--- src/hdl/sam_pkg.sv ---
// package of register map, field layout and reset values for the security alarm monitor
package sam_pkg;
  localparam int unsigned NUM_DET = 7;
  // detector bit positions
  localparam int unsigned DET_FREQ    = 0;
  localparam int unsigned DET_VOLT    = 1;
  localparam int unsigned DET_TEMP    = 2;
  localparam int unsigned DET_LIGHT   = 3;
  localparam int unsigned DET_INSUL   = 4;
  localparam int unsigned DET_SHIELD  = 5;
  localparam int unsigned DET_GLITCH  = 6;
  // access-fault bit positions in the fault status word
  localparam int unsigned FLT_ADDR    = 0;
  localparam int unsigned FLT_EXEC    = 1;
  localparam int unsigned FLT_PRIV    = 2;
  localparam int unsigned NUM_FLT     = 3;
  // register byte offsets
  localparam logic [11:0] OFS_DET_STATUS = 12'h000;
  localparam logic [11:0] OFS_DET_CLEAR  = 12'h004;
  localparam logic [11:0] OFS_REACT_CFG  = 12'h008;
  localparam logic [11:0] OFS_IRQ_STATUS = 12'h00c;
  localparam logic [11:0] OFS_IRQ_CLEAR  = 12'h010;
  localparam logic [11:0] OFS_IRQ_ENABLE = 12'h014;
  localparam logic [11:0] OFS_EXEC_ATTR  = 12'h018;
  localparam logic [11:0] OFS_RST_CAUSE  = 12'h01c;
  // reset values
  localparam logic [6:0]  RST_REACT_CFG  = 7'h7f;
  localparam logic [2:0]  RST_IRQ_ENABLE = 3'h0;
  localparam logic [1:0]  RST_EXEC_ATTR  = 2'h0;
  // cycles the chip reset request is held after the last triggering cycle
  localparam int unsigned RST_PULSE_CYC  = 4;
endpackage

--- src/hdl/sam_monitor.sv ---
// security alarm monitor: detector capture, reaction select, access-fault fast interrupt
// Notes on behaviour
// - every detector event is caught in a bit software can read
// - software picks per detector: immediate reset or flag only
// - with reset selected, an event pulls chip reset at once
// - with flag selected, an event sets a status bit, no reset
// - seven inputs: frequency, voltage, temperature, light, insulation, shield, glitch
// - tampering stops operation by chip reset or fast interrupt request
// - access to a prohibited address raises a fast interrupt request
// - EEPROM execution checked against attributes; violation raises fast interrupt
// - security registers written only when the access attributes allow it
// - all registers return to defaults on power-on reset
// - detection is hardware only; software cannot mask or bypass it
//
// Register access over APB and the register offsets were chosen for this implementation.
module sam_monitor #(
  parameter int unsigned NDET = sam_pkg::NUM_DET
) (
  input  wire logic            clk,
  input  wire logic            rst_n,
  input  wire logic            clk_en,
  // apb slave
  input  wire logic            psel,
  input  wire logic            penable,
  input  wire logic            pwrite,
  input  wire logic [11:0]     paddr,
  input  wire logic [31:0]     pwdata,
  input  wire logic [3:0]      pstrb,
  input  wire logic            pprot_priv,
  output logic                 pready,
  output logic [31:0]          prdata,
  output logic                 pslverr,
  // analog detector levels, asynchronous
  input  wire logic [NDET-1:0] det_in,
  // bus watch from the cpu side, same clock
  input  wire logic            bus_valid,
  input  wire logic            bus_addr_bad,
  input  wire logic            bus_fetch,
  input  wire logic            bus_eeprom,
  input  wire logic            bus_priv,
  // reactions
  output logic                 chip_rst_req,
  output logic                 fast_interrupt_request,
  output logic                 irq
);
  localparam int unsigned NF = sam_pkg::NUM_FLT;

  typedef struct packed {
    logic [NDET-1:0] sync1;
    logic [NDET-1:0] sync2;
    logic [NDET-1:0] det_status;
    logic [NDET-1:0] react_rst;
    logic [NF-1:0]   flt_status;
    logic [NF-1:0]   irq_en;
    logic [1:0]      exec_attr;
    logic [NDET-1:0] rst_cause;
    logic [2:0]      rst_cnt;
    logic [31:0]     rdata;
    logic            slverr;
  } sam_state_t;

  sam_state_t s_q;
  sam_state_t s_d;

  function automatic logic [31:0] sam_rd_mux(input sam_state_t s, input logic [11:0] a);
    logic [31:0] r;
    r = 32'h0;
    unique case (a)
      sam_pkg::OFS_DET_STATUS: r[NDET-1:0] = s.det_status;
      sam_pkg::OFS_REACT_CFG:  r[NDET-1:0] = s.react_rst;
      sam_pkg::OFS_IRQ_STATUS: r[NF-1:0]   = s.flt_status;
      sam_pkg::OFS_IRQ_ENABLE: r[NF-1:0]   = s.irq_en;
      sam_pkg::OFS_EXEC_ATTR:  r[1:0]      = s.exec_attr;
      sam_pkg::OFS_RST_CAUSE:  r[NDET-1:0] = s.rst_cause;
      default:                 r           = 32'h0;
    endcase
    return r;
  endfunction

  function automatic logic sam_mapped(input logic [11:0] a);
    return (a == sam_pkg::OFS_DET_STATUS) || (a == sam_pkg::OFS_DET_CLEAR) ||
           (a == sam_pkg::OFS_REACT_CFG)  || (a == sam_pkg::OFS_IRQ_STATUS) ||
           (a == sam_pkg::OFS_IRQ_CLEAR)  || (a == sam_pkg::OFS_IRQ_ENABLE) ||
           (a == sam_pkg::OFS_EXEC_ATTR)  || (a == sam_pkg::OFS_RST_CAUSE);
  endfunction

  logic            acc;
  logic            wr;
  logic            secure_reg;
  logic            deny;
  logic [NDET-1:0] det_evt;
  logic [NDET-1:0] trig_rst;
  logic            exec_bad;
  logic [NF-1:0]   flt_evt;
  logic [NDET-1:0] det_clr;
  logic [NF-1:0]   flt_clr;

  always_comb begin
    s_d        = s_q;
    acc        = psel && penable;
    // config, enable and attribute words are security registers
    secure_reg = (paddr == sam_pkg::OFS_REACT_CFG) || (paddr == sam_pkg::OFS_IRQ_ENABLE) ||
                 (paddr == sam_pkg::OFS_EXEC_ATTR);
    deny       = pwrite && secure_reg && !pprot_priv;
    wr         = acc && pwrite && pstrb[0] && sam_mapped(paddr) && !deny;
    // sampled after two flops; the first flop feeds only the second
    s_d.sync1  = det_in;
    s_d.sync2  = s_q.sync1;
    // no software term here: detection always runs
    det_evt    = s_q.sync2;
    trig_rst   = det_evt & s_q.react_rst;
    // exec attr bit0: eeprom execution forbidden, bit1: only privileged
    exec_bad   = bus_valid && bus_fetch && bus_eeprom &&
                 (s_q.exec_attr[0] || (s_q.exec_attr[1] && !bus_priv));
    flt_evt    = '0;
    flt_evt[sam_pkg::FLT_ADDR] = bus_valid && bus_addr_bad;
    flt_evt[sam_pkg::FLT_EXEC] = exec_bad;
    flt_evt[sam_pkg::FLT_PRIV] = acc && deny;
    det_clr    = '0;
    flt_clr    = '0;
    if (wr && paddr == sam_pkg::OFS_DET_CLEAR) begin
      det_clr = pwdata[NDET-1:0];
    end
    if (wr && paddr == sam_pkg::OFS_IRQ_CLEAR) begin
      flt_clr = pwdata[NF-1:0];
    end
    // set wins over clear so no event slips through
    s_d.det_status = (s_q.det_status & ~det_clr) | det_evt;
    s_d.flt_status = (s_q.flt_status & ~flt_clr) | flt_evt;
    if (|trig_rst) begin
      s_d.rst_cause = trig_rst;
      s_d.rst_cnt   = 3'(sam_pkg::RST_PULSE_CYC);
    end else if (s_q.rst_cnt != 3'h0) begin
      s_d.rst_cnt = s_q.rst_cnt - 3'h1;
    end
    if (wr && paddr == sam_pkg::OFS_REACT_CFG) begin
      s_d.react_rst = pwdata[NDET-1:0];
    end
    if (wr && paddr == sam_pkg::OFS_IRQ_ENABLE) begin
      s_d.irq_en = pwdata[NF-1:0];
    end
    if (wr && paddr == sam_pkg::OFS_EXEC_ATTR) begin
      s_d.exec_attr = pwdata[1:0];
    end
    s_d.rdata  = 32'h0;
    s_d.slverr = 1'b0;
    if (psel && !penable) begin
      s_d.rdata  = sam_rd_mux(s_q, paddr);
      s_d.slverr = !sam_mapped(paddr) || (pwrite && secure_reg && !pprot_priv);
    end
  end

  // reset reaction word narrowed to the detector count in use
  localparam logic [NDET-1:0] RST_REACT_LOCAL = NDET'(sam_pkg::RST_REACT_CFG);

  always_ff @(posedge clk) begin
    if (!rst_n) begin
      s_q            <= '0;
      s_q.react_rst  <= RST_REACT_LOCAL;
      s_q.irq_en     <= sam_pkg::RST_IRQ_ENABLE;
      s_q.exec_attr  <= sam_pkg::RST_EXEC_ATTR;
    end else if (clk_en) begin
      s_q <= s_d;
    end
  end

  // access phase always completes in one cycle after setup
  assign pready  = 1'b1;
  assign prdata  = s_q.rdata;
  assign pslverr = acc && s_q.slverr;
  // reset reaction acts in the same cycle the synchronised event appears
  assign chip_rst_req = (|(s_q.sync2 & s_q.react_rst)) || (s_q.rst_cnt != 3'h0);
  // fast interrupt ignores irq_en: access faults can never be masked
  assign fast_interrupt_request = |s_q.flt_status;
  assign irq = |(s_q.flt_status & s_q.irq_en);
endmodule

--- config.mk ---
export PLATFORM = sky130hd
export DESIGN_NAME = sam_monitor
export DESIGN_NICKNAME = d
export VERILOG_FILES = /design/src/hdl/sam_pkg.sv /design/src/hdl/sam_monitor.sv
export SDC_FILE = /design/constraint.sdc
export NUM_CORES = 1
export LEC_CHECK = 0
export ABC_AREA = 1
export ABC_CLOCK_PERIOD_IN_PS = 2300
export BUFFER_PORTS_ARGS = -buffer_cell sky130_fd_sc_hd__buf_2
export CORE_MARGIN = 2
export CORE_UTILIZATION = 50
export CTS_CLUSTER_SIZE = 16
export DETAILED_ROUTE_END_ITERATION = 8
export PLACE_DENSITY_LB_ADDON = 0.12
export RECOVER_POWER = 100
export SLEW_MARGIN = 20
export SYNTH_ARGS = -nofsm -noshare
export SYNTH_HDL_FRONTEND = slang
export SYNTH_SLANG_ARGS = --single-unit
export TNS_END_PERCENT = 1
--- constraint.sdc ---
create_clock -name clk -period 2.3 [get_ports clk]
set_input_delay 0.345 -clock clk [delete_from_list [all_inputs] [get_ports clk]]
set_output_delay 0.345 -clock clk [all_outputs]
set_load 0.01 [all_outputs]
==> metrics.md, run 1 <==
| Metric | Value |
|---|---|
| CTS sink cnt | `54` |
| Drt wl/cell | `11.4 um` |
| GR Util All Layers | `19.9%` |
| Largest net degree at the start of global routing | `35` |
| Antenna Cells | `0` |
| Distinct cells, synth | `29` |
| Worst-path clk slew | `0.10 ns` |
| GRT overflow | `0` |
| First-pass GRT wire length | `10300 um` |
| YS warnings | `0` |
| CTS tree | `done` |
| Hold slack | `0.259 ns` |
| Critical path type | `in2reg` |
| Overall Power | `1.74 mW` |
| Worst-path maximum fanout | `11` |
| Clock Latency Late Sink | `0.30 ns` |
| Cts-stage hold buffer count | `0` |
| Critical Path Source Type | `input pin` |
| Worst clock skew | `0.00783 ns` |
| Final Cycle Share | `79.1%` |
| H-tree levels | `2` |
| P_leak | `1.47 nW` |
| Total of max-cap violations | `0` |
| Die X | `81.0 um` |
| Vias in the first global route | `2275` |
| Peak VDD IR | `0.461 mV` |
| Post-Syn Area | `2970 um^2` |
| Final Cell Area | `3150 um^2` |
| Endpoint class of the critical path | `flop` |
| Clock share of power | `29.9%` |
| # rows | `28` |
| Gp weighted congestion | `0.867` |
| Cell Pwr Density | `552 nW/um^2` |
| Die Ht | `81.0 um` |
| Max-slew violation count | `0` |
| Post-Layout Cell Count | `552` |
| Setup TNS | `0 ns` |
| DRT Pass-1 Iters | `4` |
| Vias | `2638` |
| Setup Viol. Count Final | `0` |
| Sequential Power Share | `57.5%` |
| Vias/cell | `4.78` |
| Post-route DRC violation count | `0` |
| Hpwl dp | `4650 um` |
| Effective utilization at floorplan | `51.0%` |
| Share of the synthesized area in the top cell type | `36.4%` |
| Syn avg cell area | `6.73 um^2` |
| Logic pwr share | `12.6%` |
| FF+latch count, synth | `54` |
| Min Clock Period, post-route | `1.82 ns` |
| Post-route ant nets | `0` |
| Synth-to-Final Area Change | `5.99%` |
| Max Freq | `550 MHz` |
| Placed inst area | `3100 um^2` |
| CTS max path bufs | `2` |
| Fin util | `54.1%` |
| DR iter-0 viols | `107` |
| Switch share | `27.3%` |
| Ranking of synthesized cells by area | `dfxtp_1, nand2_1, buf_4, nor2_1, nand3_1` |
| Setup bufs post-CTS | `0` |
| Largest area contributor in the netlist | `dfxtp_1` |
| Worst EP arrival | `2.06 ns` |
| Num CTS Buffers | `5` |
| Die area | `6570 um^2` |
| Final #Nets | `546` |
| Seq/Total Area, Yosys | `36.4%` |
| Initial antenna violation count | `0` |
| Hold WC Path Type | `in2reg` |
| IO Pins | `104` |
| Slew margin rel. | `55.1%` |
| Outcome | `finished clean` |
| RSZ-0062 raised after global routing | `false` |
| Pint | `1.26 mW` |
| Post-place setup slack | `0.323 ns` |
| Root Driver | `clkbuf_8` |
| Post_cts resized | `0` |
| Setup ws final | `0.481 ns` |
| Fin. Hold Viols | `0` |
| Cells after synthesis | `441` |
| CORE AREA | `5820 um^2` |
| WP data required | `2.54 ns` |
| Port Buf Inserts | `49` |
| Total Wirelength | `6290 um` |
| Worst Max-Slew Pin Slew | `0.673 ns` |
| Share of post-route cells with drive strength above 1 | `14.3%` |
| Sw Pwr | `475 uW` |
| Placed insts | `545` |
-- worst max-delay path: stages --
cell	delay [ns]
buf_2	0.10
nor2_1	0.12
nand2_1	0.10
nor2_4	0.24
o21ai_0	0.21
nand3_2	0.12
nand2_1	0.10
nor2_4	0.25
nand2_1	0.16
nor2_1	0.16
nor2_1	0.06
nor2_1	0.09
-- metal layers --
| metal | track usage (%) | wire length (um) |
|---|---|---|
| met5 | 0 | 0 |
| met4 | 4.58 | 36 |
| met3 | 2.67 | 333 |
| met2 | 32.3 | 2770 |
| met1 | 28.2 | 3150 |
-- synthesized netlist by cell type (all sizes together) --
library cell  number
a21boi             1
a21oi             28
a22o               1
buf               41
clkbuf             8
conb               2
dfxtp             54
ha                 2
inv               47
nand2             98
nand3             43
nand3b             2
nand4              3
nor2              73
nor3               1
o21ai             32
o21bai             1
o2bb2ai            3
xor2               1
-- flip-flops by register name, indices dropped and copies added, names as in the netlist --
register	flops
s_d	7
det_evt	7
prdata	7
s_q	33
-- power by group through the flow --
stage	combinational [mW]	sequential, mW	clock (mW)
floorplan	0.186	1.01	0
global placement	0.217	1.02	0
detailed placement	0.222	1.02	0
CTS	0.223	0.999	0.534
global route	0.255	1.00	0.563
finish	0.218	0.999	0.520
-- cell usage in the layout (no fill, tap or decap), types with 2 or more instances in the layout --
| master | instances |
|---|---|
| a21oi_1 | 28 |
| nand4_1 | 3 |
| nand2_1 | 94 |
| clkbuf_2 | 2 |
| o2bb2ai_1 | 3 |
| ha_1 | 2 |
| nor2_1 | 63 |
| clkbuf_1 | 13 |
| clkbuf_8 | 5 |
| conb_1 | 26 |
| o21ai_0 | 30 |
| inv_2 | 3 |
| nor2_4 | 5 |
| nand2_2 | 4 |
| nor2_2 | 5 |
| dfxtp_1 | 54 |
| buf_4 | 3 |
| nand3_1 | 42 |
| buf_2 | 36 |
| inv_1 | 44 |
-- area by class of cell --
cell class / count / area (um^2)
inverters: 47 / 176
clock buffers: 5 / 68.8
clock inverters: 2 / 13.8
well taps: 75 / 93.8
multi-input cells: 315 / 1450
fillers: 647 / 2670
flip-flops and latches: 54 / 1080
repair buffers: 54 / 262
-- cells by family (layout without fill, tap and decap cells) --
kind of cell / count (synthesis) / after routing / synth area share [%]
buffers and inverters: 96 / 108 / 17.3
other: 2 / 26 / 0.253
adder cells (fa/ha/maj): 2 / 2 / 0.843
flip-flops: 54 / 54 / 36.4
AO/OA/AOI/OAI: 66 / 66 / 12.1
XOR/XNOR: 1 / 1 / 0.295
AND/OR/NAND/NOR: 220 / 220 / 32.8
-- final timing paths --
path | from | end | slack [ns] | depth (start not counted)
worst max-delay path | paddr[6] | s_q[43]$_SDFFE_PN0P_ | 0.48 | 12
worst min-delay path | det_in[4] | s_d[69]$_SDFFE_PN0P_ | 0.26 | 3
worst max register to register | s_q[54]$_SDFFE_PN1P_ | s_q[38]$_SDFFE_PN0P_ | 0.84 | 8
worst min register to register | s_q[62]$_SDFFE_PN0P_ | s_q[62]$_SDFFE_PN0P_ | 0.47 | 2
Power figures use the tool's default switching activity.
==> run 2: changes to the inputs <==
--- a/config.mk
+++ b/config.mk
@@ -6,7 +6,7 @@
 export NUM_CORES = 1
 export LEC_CHECK = 0
 export ABC_AREA = 1
-export ABC_CLOCK_PERIOD_IN_PS = 2300
+export ABC_CLOCK_PERIOD_IN_PS = 1700
 export BUFFER_PORTS_ARGS = -buffer_cell sky130_fd_sc_hd__buf_2
 export CORE_MARGIN = 2
 export CORE_UTILIZATION = 50
==> constraint.sdc (replaced) <==
create_clock -name clk -period 1.7 [get_ports clk]
set_input_delay 0.255 -clock clk [delete_from_list [all_inputs] [get_ports clk]]
set_output_delay 0.255 -clock clk [all_outputs]
set_load 0.01 [all_outputs]
==> metrics.md, run 2 (synthesized netlist as in run 1, its figures left out) <==
| Metric | Value |
|---|---|
| CTS sink cnt | `54 (unchanged)` |
| CORE AREA | `5820 um^2 (unchanged)` |
| Effective utilization at floorplan | `51.0% (unchanged)` |
| Worst-path clk slew | `0.11 ns (about the same)` |
| Total Wirelength | `6480 um (+3.2%)` |
| P_leak | `1.55 nW (+5.6%)` |
| Num CTS Buffers | `5 (unchanged)` |
| Worst clock skew | `0.0128 ns (+0.00501 ns)` |
| GRT overflow | `0 (unchanged)` |
| Sw Pwr | `684 uW (+44%)` |
| Most common cell after layout, fill and taps aside | `nand2_1` |
| CTS tree | `done` |
| Clock share of power | `34.8% (+4.9 points)` |
| Die area | `6570 um^2 (unchanged)` |
| Cell Pwr Density | `775 nW/um^2 (+40%)` |
| Root Driver | `clkbuf_8` |
| Total of max-cap violations | `0 (unchanged)` |
| Max Freq | `619 MHz` |
| Vias/cell | `4.82 (+0.76%)` |
| Critical path type | `reg2out` |
| Worst EP arrival | `1.36 ns (-0.70 ns)` |
| Share of post-route cells with drive strength above 1 | `19.9% (+5.6 points)` |
| Switch share | `26.6% (-0.76 points)` |
| Hpwl dp | `4770 um (+2.6%)` |
| Logic pwr share | `12.6% (about the same)` |
| Sequential Power Share | `52.6% (-4.9 points)` |
| Post-route DRC violation count | `0 (unchanged)` |
| Slew margin rel. | `28.9% (-26 points)` |
| Most frequent cells in the layout | `nand2_1, nor2_1, dfxtp_1` |
| Setup Viol. Count Final | `0 (unchanged)` |
| # rows | `28 (unchanged)` |
| H-tree levels | `2 (unchanged)` |
| Min Clock Period, post-route | `1.62 ns` |
| DRT Pass-1 Iters | `4 (unchanged)` |
| Port Buf Inserts | `49 (unchanged)` |
| Final Cycle Share | `95.1%` |
| CTS max path bufs | `2 (unchanged)` |
| Synth-to-Final Area Change | `12.0%` |
| Critical Path Source Type | `flop` |
| Vias in the first global route | `2451 (+7.7%)` |
| # fillers | `599 (-7.4%)` |
| Outcome | `finished clean` |
| Hold slack | `0.154 ns (-0.105 ns)` |
| Antenna Cells | `0 (unchanged)` |
| Setup TNS | `0 ns (unchanged)` |
| Worst-path maximum fanout | `5 (-6)` |
| Overall Power | `2.57 mW (+48%)` |
| Hold WC Path Type | `in2reg` |
| Max FFs per register | `33 (unchanged)` |
| Endpoint class of the critical path | `primary output` |
| Vias | `2735 (+3.7%)` |
| Pint | `1.89 mW (+50%)` |
| IO Pins | `104 (unchanged)` |
| WP data required | `1.44 ns (-1.10 ns)` |
| Largest net degree at the start of global routing | `37 (+5.7%)` |
| Final #Nets | `561 (+2.7%)` |
| Initial antenna violation count | `0 (unchanged)` |
| Die Ht | `81.0 um (unchanged)` |
| Reg with most FFs | `s_q` |
| Worst Max-Slew Pin Slew | `1.07 ns (+0.393 ns)` |
| Die X | `81.0 um (unchanged)` |
| Gp weighted congestion | `0.867 (about the same)` |
| Max-slew violation count | `0 (unchanged)` |
| GR Util All Layers | `20.8% (+0.83 points)` |
| Fin. Hold Viols | `0 (unchanged)` |
| Drt wl/cell | `11.4 um (+0.26%)` |
| Peak VDD IR | `0.516 mV (+12%)` |
| Post-route ant nets | `0 (unchanged)` |
| DR iter-0 viols | `138 (+29%)` |
| First-pass GRT wire length | `10800 um (+4.1%)` |
| Clock Latency Late Sink | `0.31 ns (about the same)` |
## run 2: worst paths after layout
| check | start | end | slack [ns] | cells past startpoint |
|---|---|---|---|---|
| max | s_q[57]$_SDFFE_PN1P_ | chip_rst_req | 0.08 | 7 |
| min | det_in[1] | s_d[66]$_SDFFE_PN0P_ | 0.15 | 3 |
| max reg2reg | s_q[57]$_SDFFE_PN1P_ | s_q[40]$_SDFFE_PN0P_ | 0.18 | 9 |
| min reg2reg | prdata[5]$_SDFFE_PN0P_ | prdata[5]$_SDFFE_PN0P_ | 0.47 | 2 |
## run 2: timing repair
action | CTS | global route
buffers inserted | 0 | 5
resized for setup | 1 | 12
pin swaps | 0 | 2
hold buffers | 0 | 0
endpoints found under the setup margin | 1 | 1
## run 2: routing by layer
layer  part of all wire (%)  global-route usage, %
met1                     48                   28.0
met2                     45                   34.9
met3                    6.1                   3.44
met4                   0.74                   4.75
met5                      0                      0
## run 2: cell type report
class / instances / area [um^2] / share of cell area (%)
clock inverters: 3 / 48.8 / 1.47
well taps: 75 / 93.8 / 2.82
multi-input cells: 315 / 1470 / 44.2
repair buffers: 69 / 377 / 11.3
flip-flops and latches: 54 / 1090 / 32.8
clock buffers: 5 / 68.8 / 2.07
inverters: 47 / 176 / 5.31
## run 2: stage by stage
| stage | instances | utilization [%] | cell area [um^2] | setup WS, ns |
|---|---|---|---|---|
| 6_report | 568 | 57.1 | 3320 | 0.0837 |
| 5_1_grt | 568 | 57.1 | 3320 | -0.00622 |
| 4_1_cts | 563 | 56.9 | 3310 | 0.0395 |
| 3_5_place_dp | 555 | 54.8 | 3190 | 0.0105 |
| 3_3_place_gp | 555 | 54.8 | 3190 | 0.0369 |
| 2_1_floorplan | 465 | - | 3060 | 0.266 |
## run 2: critical path, stage by stage (launching register included)
cell and delay [ns]:
dfxtp_2 0.36, nand2_1 0.09, nand2_1 0.07, nor2_2 0.13, nand3_4 0.12, inv_2 0.05
nand3b_1 0.08, buf_2 0.15
## run 2: power by group through the flow
stage | logic, mW | registers, mW | clock network, mW
final | 0.324 | 1.35 | 0.896
after detailed placement | 0.309 | 1.38 | 0
after CTS | 0.313 | 1.35 | 0.915
after global routing | 0.375 | 1.36 | 0.961
after global placement | 0.301 | 1.38 | 0
after floorplan | 0.251 | 1.37 | 0
